$ cat src/hw/epc_pkg.sv
// Shared constants of the encoder pulse counter
package epc_pkg;

	////////////////////////////////////////////////////////////////////////////////
	// Register word indices on the 4-bit register port
	localparam logic [3:0] EPC_A_KIND      = 4'h0;
	localparam logic [3:0] EPC_A_PPR       = 4'h1;
	localparam logic [3:0] EPC_A_INVERT    = 4'h2;
	localparam logic [3:0] EPC_A_TAG       = 4'h3;
	localparam logic [3:0] EPC_A_ENABLE    = 4'h4;
	localparam logic [3:0] EPC_A_DIRSEL    = 4'h5;
	localparam logic [3:0] EPC_A_WRAP      = 4'h6;
	localparam logic [3:0] EPC_A_LOAD      = 4'h7;
	localparam logic [3:0] EPC_A_PRE_LO    = 4'h8;
	localparam logic [3:0] EPC_A_PRE_HI    = 4'h9;
	localparam logic [3:0] EPC_A_VAL_LO    = 4'ha;
	localparam logic [3:0] EPC_A_VAL_HI    = 4'hb;
	localparam logic [3:0] EPC_A_DIVISOR   = 4'hc;
	localparam logic [3:0] EPC_A_STATUS    = 4'hd;

	////////////////////////////////////////////////////////////////////////////////
	// Field encodings
	localparam logic [1:0] EPC_KIND_QUAD   = 2'h0;
	localparam logic [1:0] EPC_KIND_PDIR   = 2'h1;
	localparam logic [1:0] EPC_KIND_SINGLE = 2'h2;
	localparam logic [1:0] EPC_DIR_AUTO    = 2'h0;
	localparam logic [1:0] EPC_DIR_UP      = 2'h1;
	localparam logic [1:0] EPC_DIR_DOWN    = 2'h2;
	localparam int         EPC_HALF_LO     = 0;
	localparam int         EPC_HALF_HI     = 16;

	////////////////////////////////////////////////////////////////////////////////
	// Reset values and limits
	localparam logic [1:0]  EPC_RST_KIND    = EPC_KIND_QUAD;
	localparam logic [15:0] EPC_RST_PPR     = 16'h0400;
	localparam logic [15:0] EPC_RST_TAG     = 16'h0000;
	localparam logic [1:0]  EPC_RST_DIRSEL  = EPC_DIR_AUTO;
	localparam logic [15:0] EPC_RST_PRESET  = 16'h0000;
	localparam logic [15:0] EPC_RST_DIVISOR = 16'h0001;
	localparam logic [31:0] EPC_CNT_MAX     = 32'hffff_ffff;
	localparam logic [31:0] EPC_CNT_MIN     = 32'h0000_0000;
	localparam logic [5:0]  EPC_DIV_STEPS   = 6'h20;

	// Divider sequencer
	typedef enum logic [1:0] {EPC_DIV_IDLE, EPC_DIV_RUN, EPC_DIV_DONE} epc_div_st_t;

endpackage

$ cat src/hw/epc_top.sv
// Functional notes
// - Quadrature mode takes channels A and B and derives both speed and direction.
// - Pulse-and-direction mode counts pulses on A and takes direction from the level of B.
// - Single-pulse mode uses only A and derives no direction from the encoder.
// - A pulses-per-revolution setting, default 1024, is held for speed scaling.
// - Direction invert reverses the decoded direction in quadrature and pulse-dir modes only.
// - The result goes to a destination identified by a tag, default zero meaning not set.
// - With counting enabled each pulse moves the count by one; disabled, the default, it holds.
// - Direction select up increments and down decrements on each pulse.
// - Direction select auto, the default, follows the decoded direction.
// - With rollover on the count wraps max to min going up and min to max going down.
// - With rollover off, the default, the count saturates at max or min.
// - While preset load is on the count takes the 32-bit preset from its two halves.
// - The count is readable as two read-only 16-bit halves.
// - The count is unsigned with a maximum of 4,294,967,295.
// - The count is divided by a divisor, default 1, before going to the destination.
//
// The plain strobed port and the register offsets were decided locally.
`timescale 1ns/10ps
module epc_top (
	input  wire logic        core_clk,   // 125 MHz system clock
	input  wire logic        rst_b,      // Async reset, active low
	input  wire logic [3:0]  reg_addr,   // Register word index
	input  wire logic [15:0] reg_wdata,  // Write data
	input  wire logic        reg_wr,     // Write strobe
	input  wire logic        reg_rd,     // Read strobe
	output logic      [15:0] reg_rdata,  // Read data, cycle after strobe
	input  wire logic        enc_a,      // Encoder channel A
	input  wire logic        enc_b,      // Encoder channel B
	output logic      [15:0] ppr_out,    // Pulses per revolution
	output logic             dir_fwd,    // Decoded direction, 1 forward
	output logic      [15:0] dest_tag,   // Destination parameter tag
	output logic      [31:0] dest_value, // Divided count
	output logic             dest_wr     // Destination write pulse
);
	import epc_pkg::*;

	////////////////////////////////////////////////////////////////////////////////
	// Configuration registers
	logic [1:0]  kind_q;
	logic [15:0] ppr_q;
	logic        invert_q;
	logic [15:0] tag_q;
	logic        enable_q;
	logic [1:0]  dirsel_q;
	logic        wrap_q;
	logic        load_q;
	logic [15:0] pre_lo_q;
	logic [15:0] pre_hi_q;
	logic [15:0] divisor_q;

	// Write decode of one register index
	function automatic logic wr_hit(input logic [3:0] a, input logic [3:0] idx, input logic w);
		return w && (a == idx);
	endfunction

	always_ff @(posedge core_clk or negedge rst_b) begin
		if (!rst_b) begin
			kind_q    <= EPC_RST_KIND;
			ppr_q     <= EPC_RST_PPR;
			invert_q  <= 1'b0;
			tag_q     <= EPC_RST_TAG;
			enable_q  <= 1'b0;
			dirsel_q  <= EPC_RST_DIRSEL;
			wrap_q    <= 1'b0;
			load_q    <= 1'b0;
			pre_lo_q  <= EPC_RST_PRESET;
			pre_hi_q  <= EPC_RST_PRESET;
			divisor_q <= EPC_RST_DIVISOR;
		end else begin
			if (wr_hit(reg_addr, EPC_A_KIND, reg_wr)) kind_q <= reg_wdata[1:0];
			if (wr_hit(reg_addr, EPC_A_PPR, reg_wr)) ppr_q <= reg_wdata;
			if (wr_hit(reg_addr, EPC_A_INVERT, reg_wr)) invert_q <= reg_wdata[0];
			if (wr_hit(reg_addr, EPC_A_TAG, reg_wr)) tag_q <= reg_wdata;
			if (wr_hit(reg_addr, EPC_A_ENABLE, reg_wr)) enable_q <= reg_wdata[0];
			if (wr_hit(reg_addr, EPC_A_DIRSEL, reg_wr)) dirsel_q <= reg_wdata[1:0];
			if (wr_hit(reg_addr, EPC_A_WRAP, reg_wr)) wrap_q <= reg_wdata[0];
			if (wr_hit(reg_addr, EPC_A_LOAD, reg_wr)) load_q <= reg_wdata[0];
			if (wr_hit(reg_addr, EPC_A_PRE_LO, reg_wr)) pre_lo_q <= reg_wdata;
			if (wr_hit(reg_addr, EPC_A_PRE_HI, reg_wr)) pre_hi_q <= reg_wdata;
			if (wr_hit(reg_addr, EPC_A_DIVISOR, reg_wr)) divisor_q <= reg_wdata;
		end
	end

	////////////////////////////////////////////////////////////////////////////////
	// Encoder decode: one count per rising edge of A, so quadrature runs at x1
	logic a_q;
	logic b_q;
	logic a_prev_q;
	logic [31:0] count_q;
	logic [31:0] count_d;

	always_ff @(posedge core_clk or negedge rst_b) begin
		if (!rst_b) begin
			a_q      <= 1'b0;
			b_q      <= 1'b0;
			a_prev_q <= 1'b0;
		end else begin
			a_q      <= enc_a;
			b_q      <= enc_b;
			a_prev_q <= a_q;
		end
	end

	// Direction: quadrature forward when B is low at the A rise, held between rises,
	// since the B level of a shaft at rest says nothing; pulse-dir uses the B level
	logic pulse;
	logic raw_fwd;
	logic quad_fwd;
	logic qdir_q;
	logic single;
	assign pulse    = a_q && !a_prev_q;
	assign single   = (kind_q == EPC_KIND_SINGLE);
	assign quad_fwd = pulse ? !b_q : qdir_q;
	assign raw_fwd  = (kind_q == EPC_KIND_PDIR) ? b_q : quad_fwd;
	assign dir_fwd  = single ? 1'b1 : (raw_fwd ^ invert_q);
	assign ppr_out  = ppr_q;

	// Last quadrature direction; forward out of reset
	always_ff @(posedge core_clk or negedge rst_b) begin
		if (!rst_b) qdir_q <= 1'b1;
		else qdir_q <= quad_fwd;
	end

	////////////////////////////////////////////////////////////////////////////////
	// Counter; single-pulse with auto direction counts up since no direction exists
	logic step;
	logic go_up;
	logic at_max;
	logic at_min;
	logic [31:0] preset;
	assign preset = {pre_hi_q, pre_lo_q};
	assign step   = enable_q && pulse;
	assign go_up  = (dirsel_q == EPC_DIR_UP) ? 1'b1 :
			(dirsel_q == EPC_DIR_DOWN) ? 1'b0 : dir_fwd;
	assign at_max = (count_q == EPC_CNT_MAX);
	assign at_min = (count_q == EPC_CNT_MIN);

	// Load first, then a step that wraps or saturates at the ends
	always_comb begin
		count_d = count_q;
		if (load_q) begin
			count_d = preset;
		end else if (step && go_up) begin
			if (!at_max) count_d = count_q + 32'h0000_0001;
			else if (wrap_q) count_d = EPC_CNT_MIN;
			else count_d = EPC_CNT_MAX;
		end else if (step) begin
			if (!at_min) count_d = count_q - 32'h0000_0001;
			else if (wrap_q) count_d = EPC_CNT_MAX;
			else count_d = EPC_CNT_MIN;
		end
	end

	always_ff @(posedge core_clk or negedge rst_b) begin
		if (!rst_b) count_q <= EPC_CNT_MIN;
		else count_q <= count_d;
	end

	////////////////////////////////////////////////////////////////////////////////
	// Restoring divider, restarted after each result; 34 cycles per update
	epc_div_st_t st_q;
	logic [31:0] num_q;
	logic [31:0] den_q;
	logic [31:0] quo_q;
	logic [32:0] rem_q;
	logic [5:0]  cnt_q;
	logic [32:0] rem_sh;
	logic        fits;
	logic [15:0] den_safe;
	assign den_safe = (divisor_q == 16'h0000) ? 16'h0001 : divisor_q; // Zero would give an all-ones quotient
	assign rem_sh   = {rem_q[31:0], quo_q[31]};
	assign fits     = (rem_sh >= {1'b0, den_q});
	assign dest_wr  = (st_q == EPC_DIV_DONE);
	assign dest_tag = tag_q;

	always_ff @(posedge core_clk or negedge rst_b) begin
		if (!rst_b) begin
			st_q       <= EPC_DIV_IDLE;
			num_q      <= 32'h0000_0000;
			den_q      <= 32'h0000_0001;
			quo_q      <= 32'h0000_0000;
			rem_q      <= 33'h0_0000_0000;
			cnt_q      <= 6'h00;
			dest_value <= 32'h0000_0000;
		end else begin
			case (st_q)
				EPC_DIV_IDLE: begin
					num_q <= count_q;
					quo_q <= count_q;
					den_q <= {16'h0000, den_safe};
					rem_q <= 33'h0_0000_0000;
					cnt_q <= 6'h00;
					st_q  <= EPC_DIV_RUN;
				end
				EPC_DIV_RUN: begin
					rem_q <= fits ? (rem_sh - {1'b0, den_q}) : rem_sh;
					quo_q <= {quo_q[30:0], fits};
					cnt_q <= cnt_q + 6'h01;
					if (cnt_q == EPC_DIV_STEPS - 6'h01) st_q <= EPC_DIV_DONE;
				end
				EPC_DIV_DONE: begin
					dest_value <= quo_q;
					st_q       <= EPC_DIV_IDLE;
				end
				default: st_q <= EPC_DIV_IDLE;
			endcase
		end
	end

	////////////////////////////////////////////////////////////////////////////////
	// Read mux; data valid only in the cycle after the strobe
	logic [15:0] rd_mux;
	always_comb begin
		if (reg_addr == EPC_A_KIND) rd_mux = {14'h0000, kind_q};
		else if (reg_addr == EPC_A_PPR) rd_mux = ppr_q;
		else if (reg_addr == EPC_A_INVERT) rd_mux = {15'h0000, invert_q};
		else if (reg_addr == EPC_A_TAG) rd_mux = tag_q;
		else if (reg_addr == EPC_A_ENABLE) rd_mux = {15'h0000, enable_q};
		else if (reg_addr == EPC_A_DIRSEL) rd_mux = {14'h0000, dirsel_q};
		else if (reg_addr == EPC_A_WRAP) rd_mux = {15'h0000, wrap_q};
		else if (reg_addr == EPC_A_LOAD) rd_mux = {15'h0000, load_q};
		else if (reg_addr == EPC_A_PRE_LO) rd_mux = pre_lo_q;
		else if (reg_addr == EPC_A_PRE_HI) rd_mux = pre_hi_q;
		else if (reg_addr == EPC_A_VAL_LO) rd_mux = count_q[EPC_HALF_LO +: 16];
		else if (reg_addr == EPC_A_VAL_HI) rd_mux = count_q[EPC_HALF_HI +: 16];
		else if (reg_addr == EPC_A_DIVISOR) rd_mux = divisor_q;
		else if (reg_addr == EPC_A_STATUS) rd_mux = {14'h0000, dest_wr, dir_fwd};
		else rd_mux = 16'h0000;
	end

	always_ff @(posedge core_clk or negedge rst_b) begin
		if (!rst_b) reg_rdata <= 16'h0000;
		else reg_rdata <= reg_rd ? rd_mux : 16'h0000;
	end
endmodule // epc_top

$ cat config.mk
export PLATFORM = sky130hd
export DESIGN_NAME = epc_top
export DESIGN_NICKNAME = d
export VERILOG_FILES = /design/src/hw/epc_pkg.sv /design/src/hw/epc_top.sv
export SDC_FILE = /design/constraint.sdc
export NUM_CORES = 1
export LEC_CHECK = 0
export ABC_AREA = 0
export ABC_CLOCK_PERIOD_IN_PS = 3900
export BUFFER_PORTS_ARGS = -buffer_cell sky130_fd_sc_hd__buf_4
export CAP_MARGIN = 20
export CORE_MARGIN = 8
export CORE_UTILIZATION = 55
export CTS_BUF_LIST = sky130_fd_sc_hd__clkbuf_4
export DETAILED_ROUTE_END_ITERATION = 8
export PLACE_DENSITY = 0.77
export REMOVE_ABC_BUFFERS = 1
export SLEW_MARGIN = 30
export SYNTH_ARGS = -nofsm -noshare
export SYNTH_HDL_FRONTEND = slang
export SYNTH_SLANG_ARGS = --single-unit
$ cat constraint.sdc
create_clock -name core_clk -period 3.9 [get_ports core_clk]
set_input_delay 0.585 -clock core_clk [delete_from_list [all_inputs] [get_ports core_clk]]
set_output_delay 0.585 -clock core_clk [all_outputs]
set_load 0.05 [all_outputs]
# Word level (Yosys, flattened, before mapping)
# Index checks and enable logic that the tools add are counted.
# classes
n_addsub	4
n_lt_le_gt_ge	1
eq_ne	22
mux	34
bitwise	1
reduce_logical	22
# ops
operator	n
two-way mux 32 bit	8
two-way mux 16 bit	15
case mux 32 bit (2 select lines)	2
greater-or-equal comparator 33 x 16 -> 1 bit	1
adder 32 x 1 -> 32 bit (second input constant)	1
equality test 32 bit (second input constant)	1
zero test 32 bit	1
subtractor 32 x 1 -> 32 bit (second input constant)	1
subtractor 32 x 16 -> 32 bit	1
equality test 4 bit (second input constant)	6
equality test 4 x 3 -> 1 bit (second input constant)	4
zero test 16 bit	1
logical AND 1 bit	14
case mux 6 bit (2 select lines)	1
equality test 4 x 2 -> 1 bit (second input constant)	2
adder 6 x 1 -> 6 bit (second input constant)	1
equality test 2 x 1 -> 1 bit (second input constant)	3
equality test 2 bit (second input constant)	3
equality test 6 x 5 -> 1 bit (second input constant)	1
two-way mux 1 bit	5
equality test 4 x 1 -> 1 bit (second input constant)	1
zero test 4 bit	1
two-way mux 2 bit	2
case mux 2 bit (2 select lines)	1
other kinds (6)	7
# word_totals
regBits	260
input_bits	26
out_inout_bits	82
word_cells	107

# Depth between registers and ports, before layout
# Gate-level depths: netlist of the first run.
# depth
word_depth	21
mapped_depth	13
ltp_nobuf	11

# Least setup slack after synthesis of the first run
# No wires, ideal clock.
# synth_path
path_type	reg-to-reg
start	reg count_q[10]
end	reg count_q[22]
setup_time_ns	0.077
arrival_ns	3.063
t_required_ns	3.823
slack_ns	0.760
stages_incl_launch_ff	14
path_buffers	5
period_less_slack_ns	3.140
path_cell_list	dfrtp_1 buf_6 or4_1 clkbuf_2 or4_4 buf_6 nor4_4 nand2_2 and2_1 buf_6 buf_6 a221oi_1 a21oi_1 o21ai_1
# synth_between
elab_chain_len	5
elab_cells_between_ends	9
cone_classes	2 x add/sub; 1 x eq/ne; 5 x mux; 1 x reduce/logical
# synth_lines
item	line_no	text
start: declaration	epc_top.sv:90	logic [31:0] count_q;
start signal: assignment	epc_top.sv:157	else count_q <= count_d;
subtractor 32 x 1 -> 32 bit or zero test 32 bit (tied branches)	epc_top.sv:149, epc_top.sv:137	
two-way mux 32 bit	epc_top.sv:149	if (!at_min) count_d = count_q - 32'h0000_0001;
two-way mux 32 bit	epc_top.sv:148	end else if (step) begin
two-way mux 32 bit *	epc_top.sv:144	end else if (step && go_up) begin
two-way mux 32 bit *	epc_top.sv:142	if (load_q) begin
# Every way passes the cells marked *; elsewhere a longest branch is shown, timed or not. The select of a mux whose other input is x is not followed.
# A chain may end at the register's enable or synchronous reset.

# Worst setup path in the final report of the first run
# layout_path
start	reg kind_q[1]
end	reg count_q[20]
# layout_between
elab_chain_len	9
elab_cells_between_ends	11
cone_classes	2 x eq/ne; 6 x mux; 1 x bitwise; 2 x reduce/logical
# layout_lines
item	line_no	text
start: declaration	epc_top.sv:40	logic [1:0] kind_q;
start signal: assignment	epc_top.sv:71	if (wr_hit(reg_addr, EPC_A_KIND, reg_wr)) kind_q <= reg_wdata[1:0];
equality test 2 x 1 -> 1 bit	epc_top.sv:115	assign raw_fwd = (kind_q == EPC_KIND_PDIR) ? b_q : quad_fwd;
two-way mux 1 bit	epc_top.sv:115	
XOR 1 bit	epc_top.sv:116	assign dir_fwd = single ? 1'b1 : (raw_fwd ^ invert_q);
two-way mux 1 bit *	epc_top.sv:116	
two-way mux 1 bit *	epc_top.sv:135	(dirsel_q == EPC_DIR_DOWN) ? 1'b0 : dir_fwd;
two-way mux 1 bit *	epc_top.sv:134	assign go_up = (dirsel_q == EPC_DIR_UP) ? 1'b1 :
logical AND 1 bit *	epc_top.sv:144	
two-way mux 32 bit	epc_top.sv:144	
two-way mux 32 bit	epc_top.sv:142	
# Every way passes the cells marked *; elsewhere a longest branch is shown, timed or not.

==> summary.md, run 1 <==
| Metric | Value |
|---|---|
| Status | completed |
| Average wire per standard cell | 21.2 µm |
| HP Class | input pin to register |
| Clock-pin slew on the worst setup and hold paths | 70 ps |
| Post-cts sizing count | 0 |
| Total wire length | 42000 µm |
| Comb pwr share | 36.2% |
| Mapped Area | 0.0140 mm² |
| Vias | 12232 |
| Top-level I/O count | 108 |
| Sequential element share of the synthesized area | 46.4% |
| Congestion Overflow GR | 0 |
| Max-Cap Viols | 0 |
| Crit path required time | 4420 ps |
| Critical path endpoint category | register |
| Core Area | 0.0251 mm² |
| Die Width | 176 µm |
| Chain of cells forming the critical path | xor2_1 -> a2111oi_0 -> a2111oi_0 -> o21ai_1 -> buf_4 -> nor2_1 -> buf_4 -> a32oi_1 -> o22ai_1 -> o21ai_1 |
| Post-synth EDFFs | 0 |
| Clock power frac | 22.5% |
| Initial Utilization | 55.9% |
| Vias per cell | 6.18 |
| Pre-CTS WS | 585 ps |
| Asr flop ratio synth | 100% |
| Input/output buffers | 107 |
| # DRC | 0 |
| Seq cells post-synth | 260 |
| Nets | 1651 |
| Row count | 58 |
| ANT nets after route | 0 |
| Crit path DAT | 3950 ps |
| Power per cell area | 650 mW/mm² |
| Post-synth top area share | 45.6% |
| CTS H-tree depth | 3 |
| RSZ-0062 raised after global routing | no |
| Clk sink count | 260 |
| Setup TNS | 0 ps |
| Gpl congestion | 1.00 |
| Register Area | 0.00651 mm² |
| Vert. Die Dim | 176 µm |
| Hold violation total from the final report | 0 |
| Most common cell after layout, fill and taps aside | nand2_1 |
| Pins over their slew limit | 0 |
| Initial antenna violation count | 1 |
| Layout cells sized above 1 | 22.2% |
| Mean Syn Cell Area | 9.41 µm² |
| Gate Count Post-Synth | 1491 |
| Fin crit share | 87.9% |
| Setup crit start kind | register |
| Commonest register cell after synthesis | dfrtp_1 |
| Peak VDD IR | 0.000425 V |
| First-pass GRT wire length | 66600 µm |
| Post CTS Setup Buffer Count | 0 |
| Netlist cell types | 67 |
| CP peak stage delay | 720 ps |
| CTS tree | yes |
| Leakage Power | 7.01 nW |
| Fillers | 2132 |
| Slew margin rel. | 35.1% |
| Area growth from synthesis to layout | 14.2% |
| Largest cells by area after synthesis | dfrtp_1 46%, mux2_2 7.0%, nand2_1 7.0% |
| Post-synth top area cell | dfrtp_1 |
| Pin count of the biggest net entering global routing | 112 |
| Clock Skew | 43.1 ps |
| Crit path max fanout | 13 |
| Setup-failing EPs final | 0 |
| Fmax achieved | 292 MHz |
| Initial DRT Pass Iterations | 6 |
| YS warnings | 0 |
| Clk_lat worst skew | 690 ps |
| P_int | 6.15 mW |
| Hpwl dp | 28900 µm |
| Hold buffers post-CTS | 3 |
| Root buf cell | clkbuf_4 |
| Initial DRC Count | 1473 |
| Worst Setup Path Type | register to register |
| Most frequent cells in the layout | 260 x nand2_1, 254 x dfrtp_1, 144 x buf_4 |
| Worst slew pin tran | 971 ps |
| CTS buffer count | 70 |
| Gr usage total | 27.0% |
| Power, Total | 10.4 mW |
| Net switching power | 4.27 mW |
| Final worst slack | 472 ps |
| Seq pwr share | 41.3% |
| Switching part of the total | 41.0% |
| CP max-delay cell | nor2_1 |
| Area taken by multi-input logic gates | 0.00698 mm² |
| Vias in the first global route | 12116 |
| Die footprint | 0.0309 mm² |
| Worst hold slack | 182 ps |
| Clock Path Buffers | 3 |
| Minimum clock period | 3430 ps |
==> cell type report <==
type,instances,area share [%]
Antenna cell,1,0.0156
Clock buffer,96,4.50
Clock inverter,20,0.648
Inverter,33,0.773
Multi-Input combinational cell,1088,43.5
Sequential cell,260,40.6
Tap cell,330,2.58
Timing Repair Buffer,151,7.34
==> cells in the mapped netlist (17+ instances only) <==
master,count
ha_1,20
a21oi_1,67
mux2i_1,44
nor2_1,65
nand2_1,260
dfrtp_1,256
xor2_1,29
a22oi_1,35
clkbuf_1,92
inv_1,33
mux2_2,87
a31oi_1,17
nor3_1,27
xnor2_1,30
o21ai_0,123
nand3_1,36
==> cells by family after synthesis <==
| kind of cell | after synthesis | share of synthesized area, % |
|---|---|---|
| flops | 260 | 46.4 |
| simple gates | 512 | 17.1 |
| mux | 132 | 10.3 |
| compound gates | 364 | 16.6 |
| buf+inv | 143 | 4.07 |
| fa+ha+maj | 21 | 1.93 |
| xor+xnor | 59 | 3.68 |
==> critical path, delay by kind of cell, from the launching register on <==
| family | cells | cell delay [ps] |
|---|---|---|
| compound gates | 6 | 1280 |
| xor+xnor | 1 | 290 |
| buf+inv | 2 | 560 |
| flops | 1 | 430 |
| simple gates | 1 | 720 |
==> per-layer routing <==
| metal | GRT usage [%] | vias to the layer above | share of wire, % |
|---|---|---|---|
| met5 | 0 | - | 0 |
| met4 | 10.4 | 0 | 3.0 |
| met3 | 6.94 | 109 | 10 |
| met2 | 40.0 | 625 | 44 |
| met1 | 37.5 | 5886 | 43 |
| li1 | - | 5612 | - |
==> path summary, 6_finish.rpt <==
check                                      start                       to  slack (ps)  cells past startpoint
setup reg to reg           kind_q[1]$_DFFE_PN0P_  count_q[20]$_DFFE_PN0P_         470                     10
max in group asynchronous                  rst_b         qdir_q$_DFF_PN1_        2380                      3
setup / recovery           kind_q[1]$_DFFE_PN0P_  count_q[20]$_DFFE_PN0P_         470                     10
min in group asynchronous                  rst_b     rem_q[5]$_DFFE_PN0P_         550                      2
hold reg to reg                    a_q$_DFF_PN0_       a_prev_q$_DFF_PN0_         400                      0
hold / removal                      reg_wdata[8]  pre_lo_q[8]$_DFFE_PN0P_         180                      2
==> power by group through the flow <==
| stage | logic, mW | registers (mW) | clock network [mW] |
|---|---|---|---|
| final | 3.77 | 4.31 | 2.35 |
| after global routing | 4.15 | 4.38 | 2.55 |
| after CTS | 3.74 | 4.27 | 2.40 |
| after detailed placement | 3.71 | 4.31 | 0 |
| after global placement | 3.62 | 4.28 | 0 |
| after floorplan | 2.30 | 4.40 | 0 |
==> stage by stage <==
step / instance area, µm² / instances / util [%]
6_report: 16000 / 1979 / 63.8
3_3_place_gp: 15200 / 1859 / 60.4
2_1_floorplan: 13600 / 1381 / -
5_1_grt: 16000 / 1979 / 63.8
4_1_cts: 16000 / 1978 / 63.8
3_5_place_dp: 15200 / 1859 / 60.4
==> registers in the layout, indices dropped and copies added, names as in the netlist <==
register    flops
a_prev_q        1
a_q             1
b_q             1
cnt_q           6
count_q        32
den_q          16
dest_tag       16
dest_value     32
dirsel_q        2
divisor_q      16
enable_q        1
invert_q        1
kind_q          2
load_q          1
ppr_out        16
pre_hi_q       16
pre_lo_q       16
qdir_q          1
quo_q          32
reg_rdata      16
rem_q          32
st_q            2
wrap_q          1
Note: power is estimated with default switching activity, not from simulation.
==> run 2: changes to the inputs <==
--- a/config.mk
+++ b/config.mk
@@ -9,11 +9,13 @@
 export ABC_CLOCK_PERIOD_IN_PS = 3900
 export BUFFER_PORTS_ARGS = -buffer_cell sky130_fd_sc_hd__buf_4
 export CAP_MARGIN = 20
+export CELL_PAD_IN_SITES_DETAIL_PLACEMENT = 1
+export CELL_PAD_IN_SITES_GLOBAL_PLACEMENT = 1
 export CORE_MARGIN = 8
-export CORE_UTILIZATION = 55
+export CORE_UTILIZATION = 49
 export CTS_BUF_LIST = sky130_fd_sc_hd__clkbuf_4
 export DETAILED_ROUTE_END_ITERATION = 8
-export PLACE_DENSITY = 0.77
+export PLACE_DENSITY = 0.86
 export REMOVE_ABC_BUFFERS = 1
 export SLEW_MARGIN = 30
 export SYNTH_ARGS = -nofsm -noshare
==> run 2 against run 1 <==
Total power grew 3.2%. Die area grew 11%. Critical path depth shrank 2. Design area grew 0.89%. Utilization shrank 7.0 points. Sequential share of layout area shrank 0.36 points. Worst setup slack lost 130 ps. Clock power grew 7%. Flip-flop and latch count is the same.
==> summary.md, run 2 (synthesis results as in run 1) <==
| Metric | Value |
|---|---|
| Hpwl dp | 33000 µm (+14%) |
| Initial Utilization | 49.3% (-6.6 points) |
| Row count | 62 (+6.9%) |
| CTS H-tree depth | 3 (unchanged) |
| Fillers | 3318 (+56%) |
| Core Area | 0.0285 mm² (+13%) |
| Placed instance area | 0.0152 mm² (+0.36%) |
| Finished Layout Cells | 2047 (+3.4%) |
| Die footprint | 0.0343 mm² (+11%) |
| Initial DRC Count | 1119 (-24%) |
| Pins over their slew limit | 0 (unchanged) |
| Setup TNS | 0 ps (unchanged) |
| Fin crit share | 91.3% (+3.4 points) |
| Total wire length | 47700 µm (+13%) |
| Minimum clock period | 3560 ps (+133 ps) |
| RSZ-0062 raised after global routing | no |
| Vias | 12669 (+3.6%) |
| Gpl congestion | 0.936 (-6.6%) |
| Top-level I/O count | 108 (unchanged) |
| Setup-failing EPs final | 0 (unchanged) |
| Crit path required time | 4440 ps (+20 ps) |
| Input/output buffers | 107 (unchanged) |
| Gr usage total | 28.1% (+1.1 points) |
| Die Width | 185 µm (+5.4%) |
| Leakage Power | 7.05 nW (+0.55%) |
| Setup crit start kind | register |
| Layout cells sized above 1 | 22.8% (+0.60 points) |
| Clock Path Buffers | 3 (unchanged) |
| Most frequent cells in the layout | 260 x nand2_1, 254 x dfrtp_1, 145 x buf_4 |
| Crit path max fanout | 16 (+3) |
| ANT nets after route | 0 (unchanged) |
| Fmax achieved | 281 MHz (-3.7%) |
| Pin count of the biggest net entering global routing | 112 (unchanged) |
| Congestion Overflow GR | 0 (unchanged) |
| Placed Cells | 1913 (+2.9%) |
| Vias per cell | 6.19 (+0.13%) |
| Critical path endpoint category | register |
| Max-Cap Viols | 0 (unchanged) |
| Average wire per standard cell | 23.3 µm (+9.7%) |
| Area taken by multi-input logic gates | 0.00698 mm² (unchanged) |
| Initial antenna violation count | 1 (unchanged) |
| Final Cell Area | 0.0162 mm² (+0.89%) |
| Post CTS Setup Buffer Count | 0 (unchanged) |
| Crit path DAT | 4100 ps (+150 ps) |
| Post-cts sizing count | 0 (unchanged) |
| Clk sink count | 260 (unchanged) |
| Register Area | 0.00651 mm² (unchanged) |
| CTS buffer count | 74 (+5.7%) |
| # DRC | 0 (unchanged) |
| Status | completed |
| Peak VDD IR | 0.000373 V (-12%) |
| Most common cell after layout, fill and taps aside | nand2_1 |
| Vias in the first global route | 13484 (+11%) |
| Hold violation total from the final report | 0 (unchanged) |
| Root buf cell | clkbuf_4 |
| Area growth from synthesis to layout | 15.3% |
| Slew margin rel. | 33.2% (-1.9 points) |
| Clk_lat worst skew | 700 ps (about the same) |
| Vert. Die Dim | 185 µm (+5.4%) |
| HP Class | input pin to register |
| Worst slew pin tran | 1000 ps (+31.3 ps) |
| First-pass GRT wire length | 76100 µm (+14%) |
| CTS tree | yes |
| Clock-pin slew on the worst setup and hold paths | 60 ps (about the same) |
| Nets | 1655 (+0.24%) |
| Worst Setup Path Type | register to register |
| Initial DRT Pass Iterations | 6 (unchanged) |
| Clock Skew | 49.1 ps (+6.07 ps) |
| Power per cell area | 665 mW/mm² (+2.3%) |
==> run 2: area by class of cell <==
class | count | area share [%]
Clock inverter | 19 | 0.487
Tap cell | 384 | 2.97
Antenna cell | 1 | 0.0155
Clock buffer | 111 | 5.15
Timing Repair Buffer | 151 | 7.20
Sequential cell | 260 | 40.3
Multi-Input combinational cell | 1088 | 43.1
Inverter | 33 | 0.766
==> run 2: repair_timing <==
action,in CTS,in global routing
hold endpoints to repair,86,0
setup endpoints to repair,0,0
hold buffers,3,0
==> run 2: metrics by stage <==
stage | worst slack (ps) | power (mW) | utilization, % | hold WS [ps]
6_report | 339 | 10.8 | 56.8 | 181
5_1_grt | 116 | 11.4 | 56.8 | 157
4_1_cts | 388 | 10.8 | 56.8 | 137
3_5_place_dp | 444 | 8.17 | 53.5 | 391
3_3_place_gp | 393 | 7.94 | 53.4 | 381
2_1_floorplan | -828 | 6.70 | - | 289
==> run 2: routing by layer <==
layer	vias to the layer above	global-route usage, %	wire length (µm)
li1	5609	-	-
met1	6396	37.1	20300
met2	544	44.9	22300
met3	120	5.20	3550
met4	0	11.9	1530
met5	-	0	0
==> run 2: worst paths after layout <==
kind | cells past startpoint | startpoint | to | slack, ps
worst max register to register | 8 | rem_q[23]$_DFFE_PN0P_ | rem_q[24]$_DFFE_PN0P_ | 340
min in group asynchronous | 2 | rst_b | rem_q[3]$_DFFE_PN0P_ | 470
worst min-delay path | 2 | reg_wdata[2] | dest_tag[2]$_DFFE_PN0P_ | 180
max in group asynchronous | 3 | rst_b | qdir_q$_DFF_PN1_ | 2460
worst max-delay path | 8 | rem_q[23]$_DFFE_PN0P_ | rem_q[24]$_DFFE_PN0P_ | 340
worst min register to register | 0 | a_q$_DFF_PN0_ | a_prev_q$_DFF_PN0_ | 400
==> run 2: worst max-delay path: stages (launching register included) <==
cell      delay (ps)
dfrtp_1          470
nor4_1           500
or4b_2           690
a211oi_1         350
and3_1           670
a311oi_2         240
nand3_1          200
xor2_1           180
o21ai_0          100
==> run 2: power breakdown <==
group / switching, mW / internal [mW]
Sequential: 0.953 / 3.39
Clock: 1.21 / 1.30
Combinational: 2.33 / 1.58
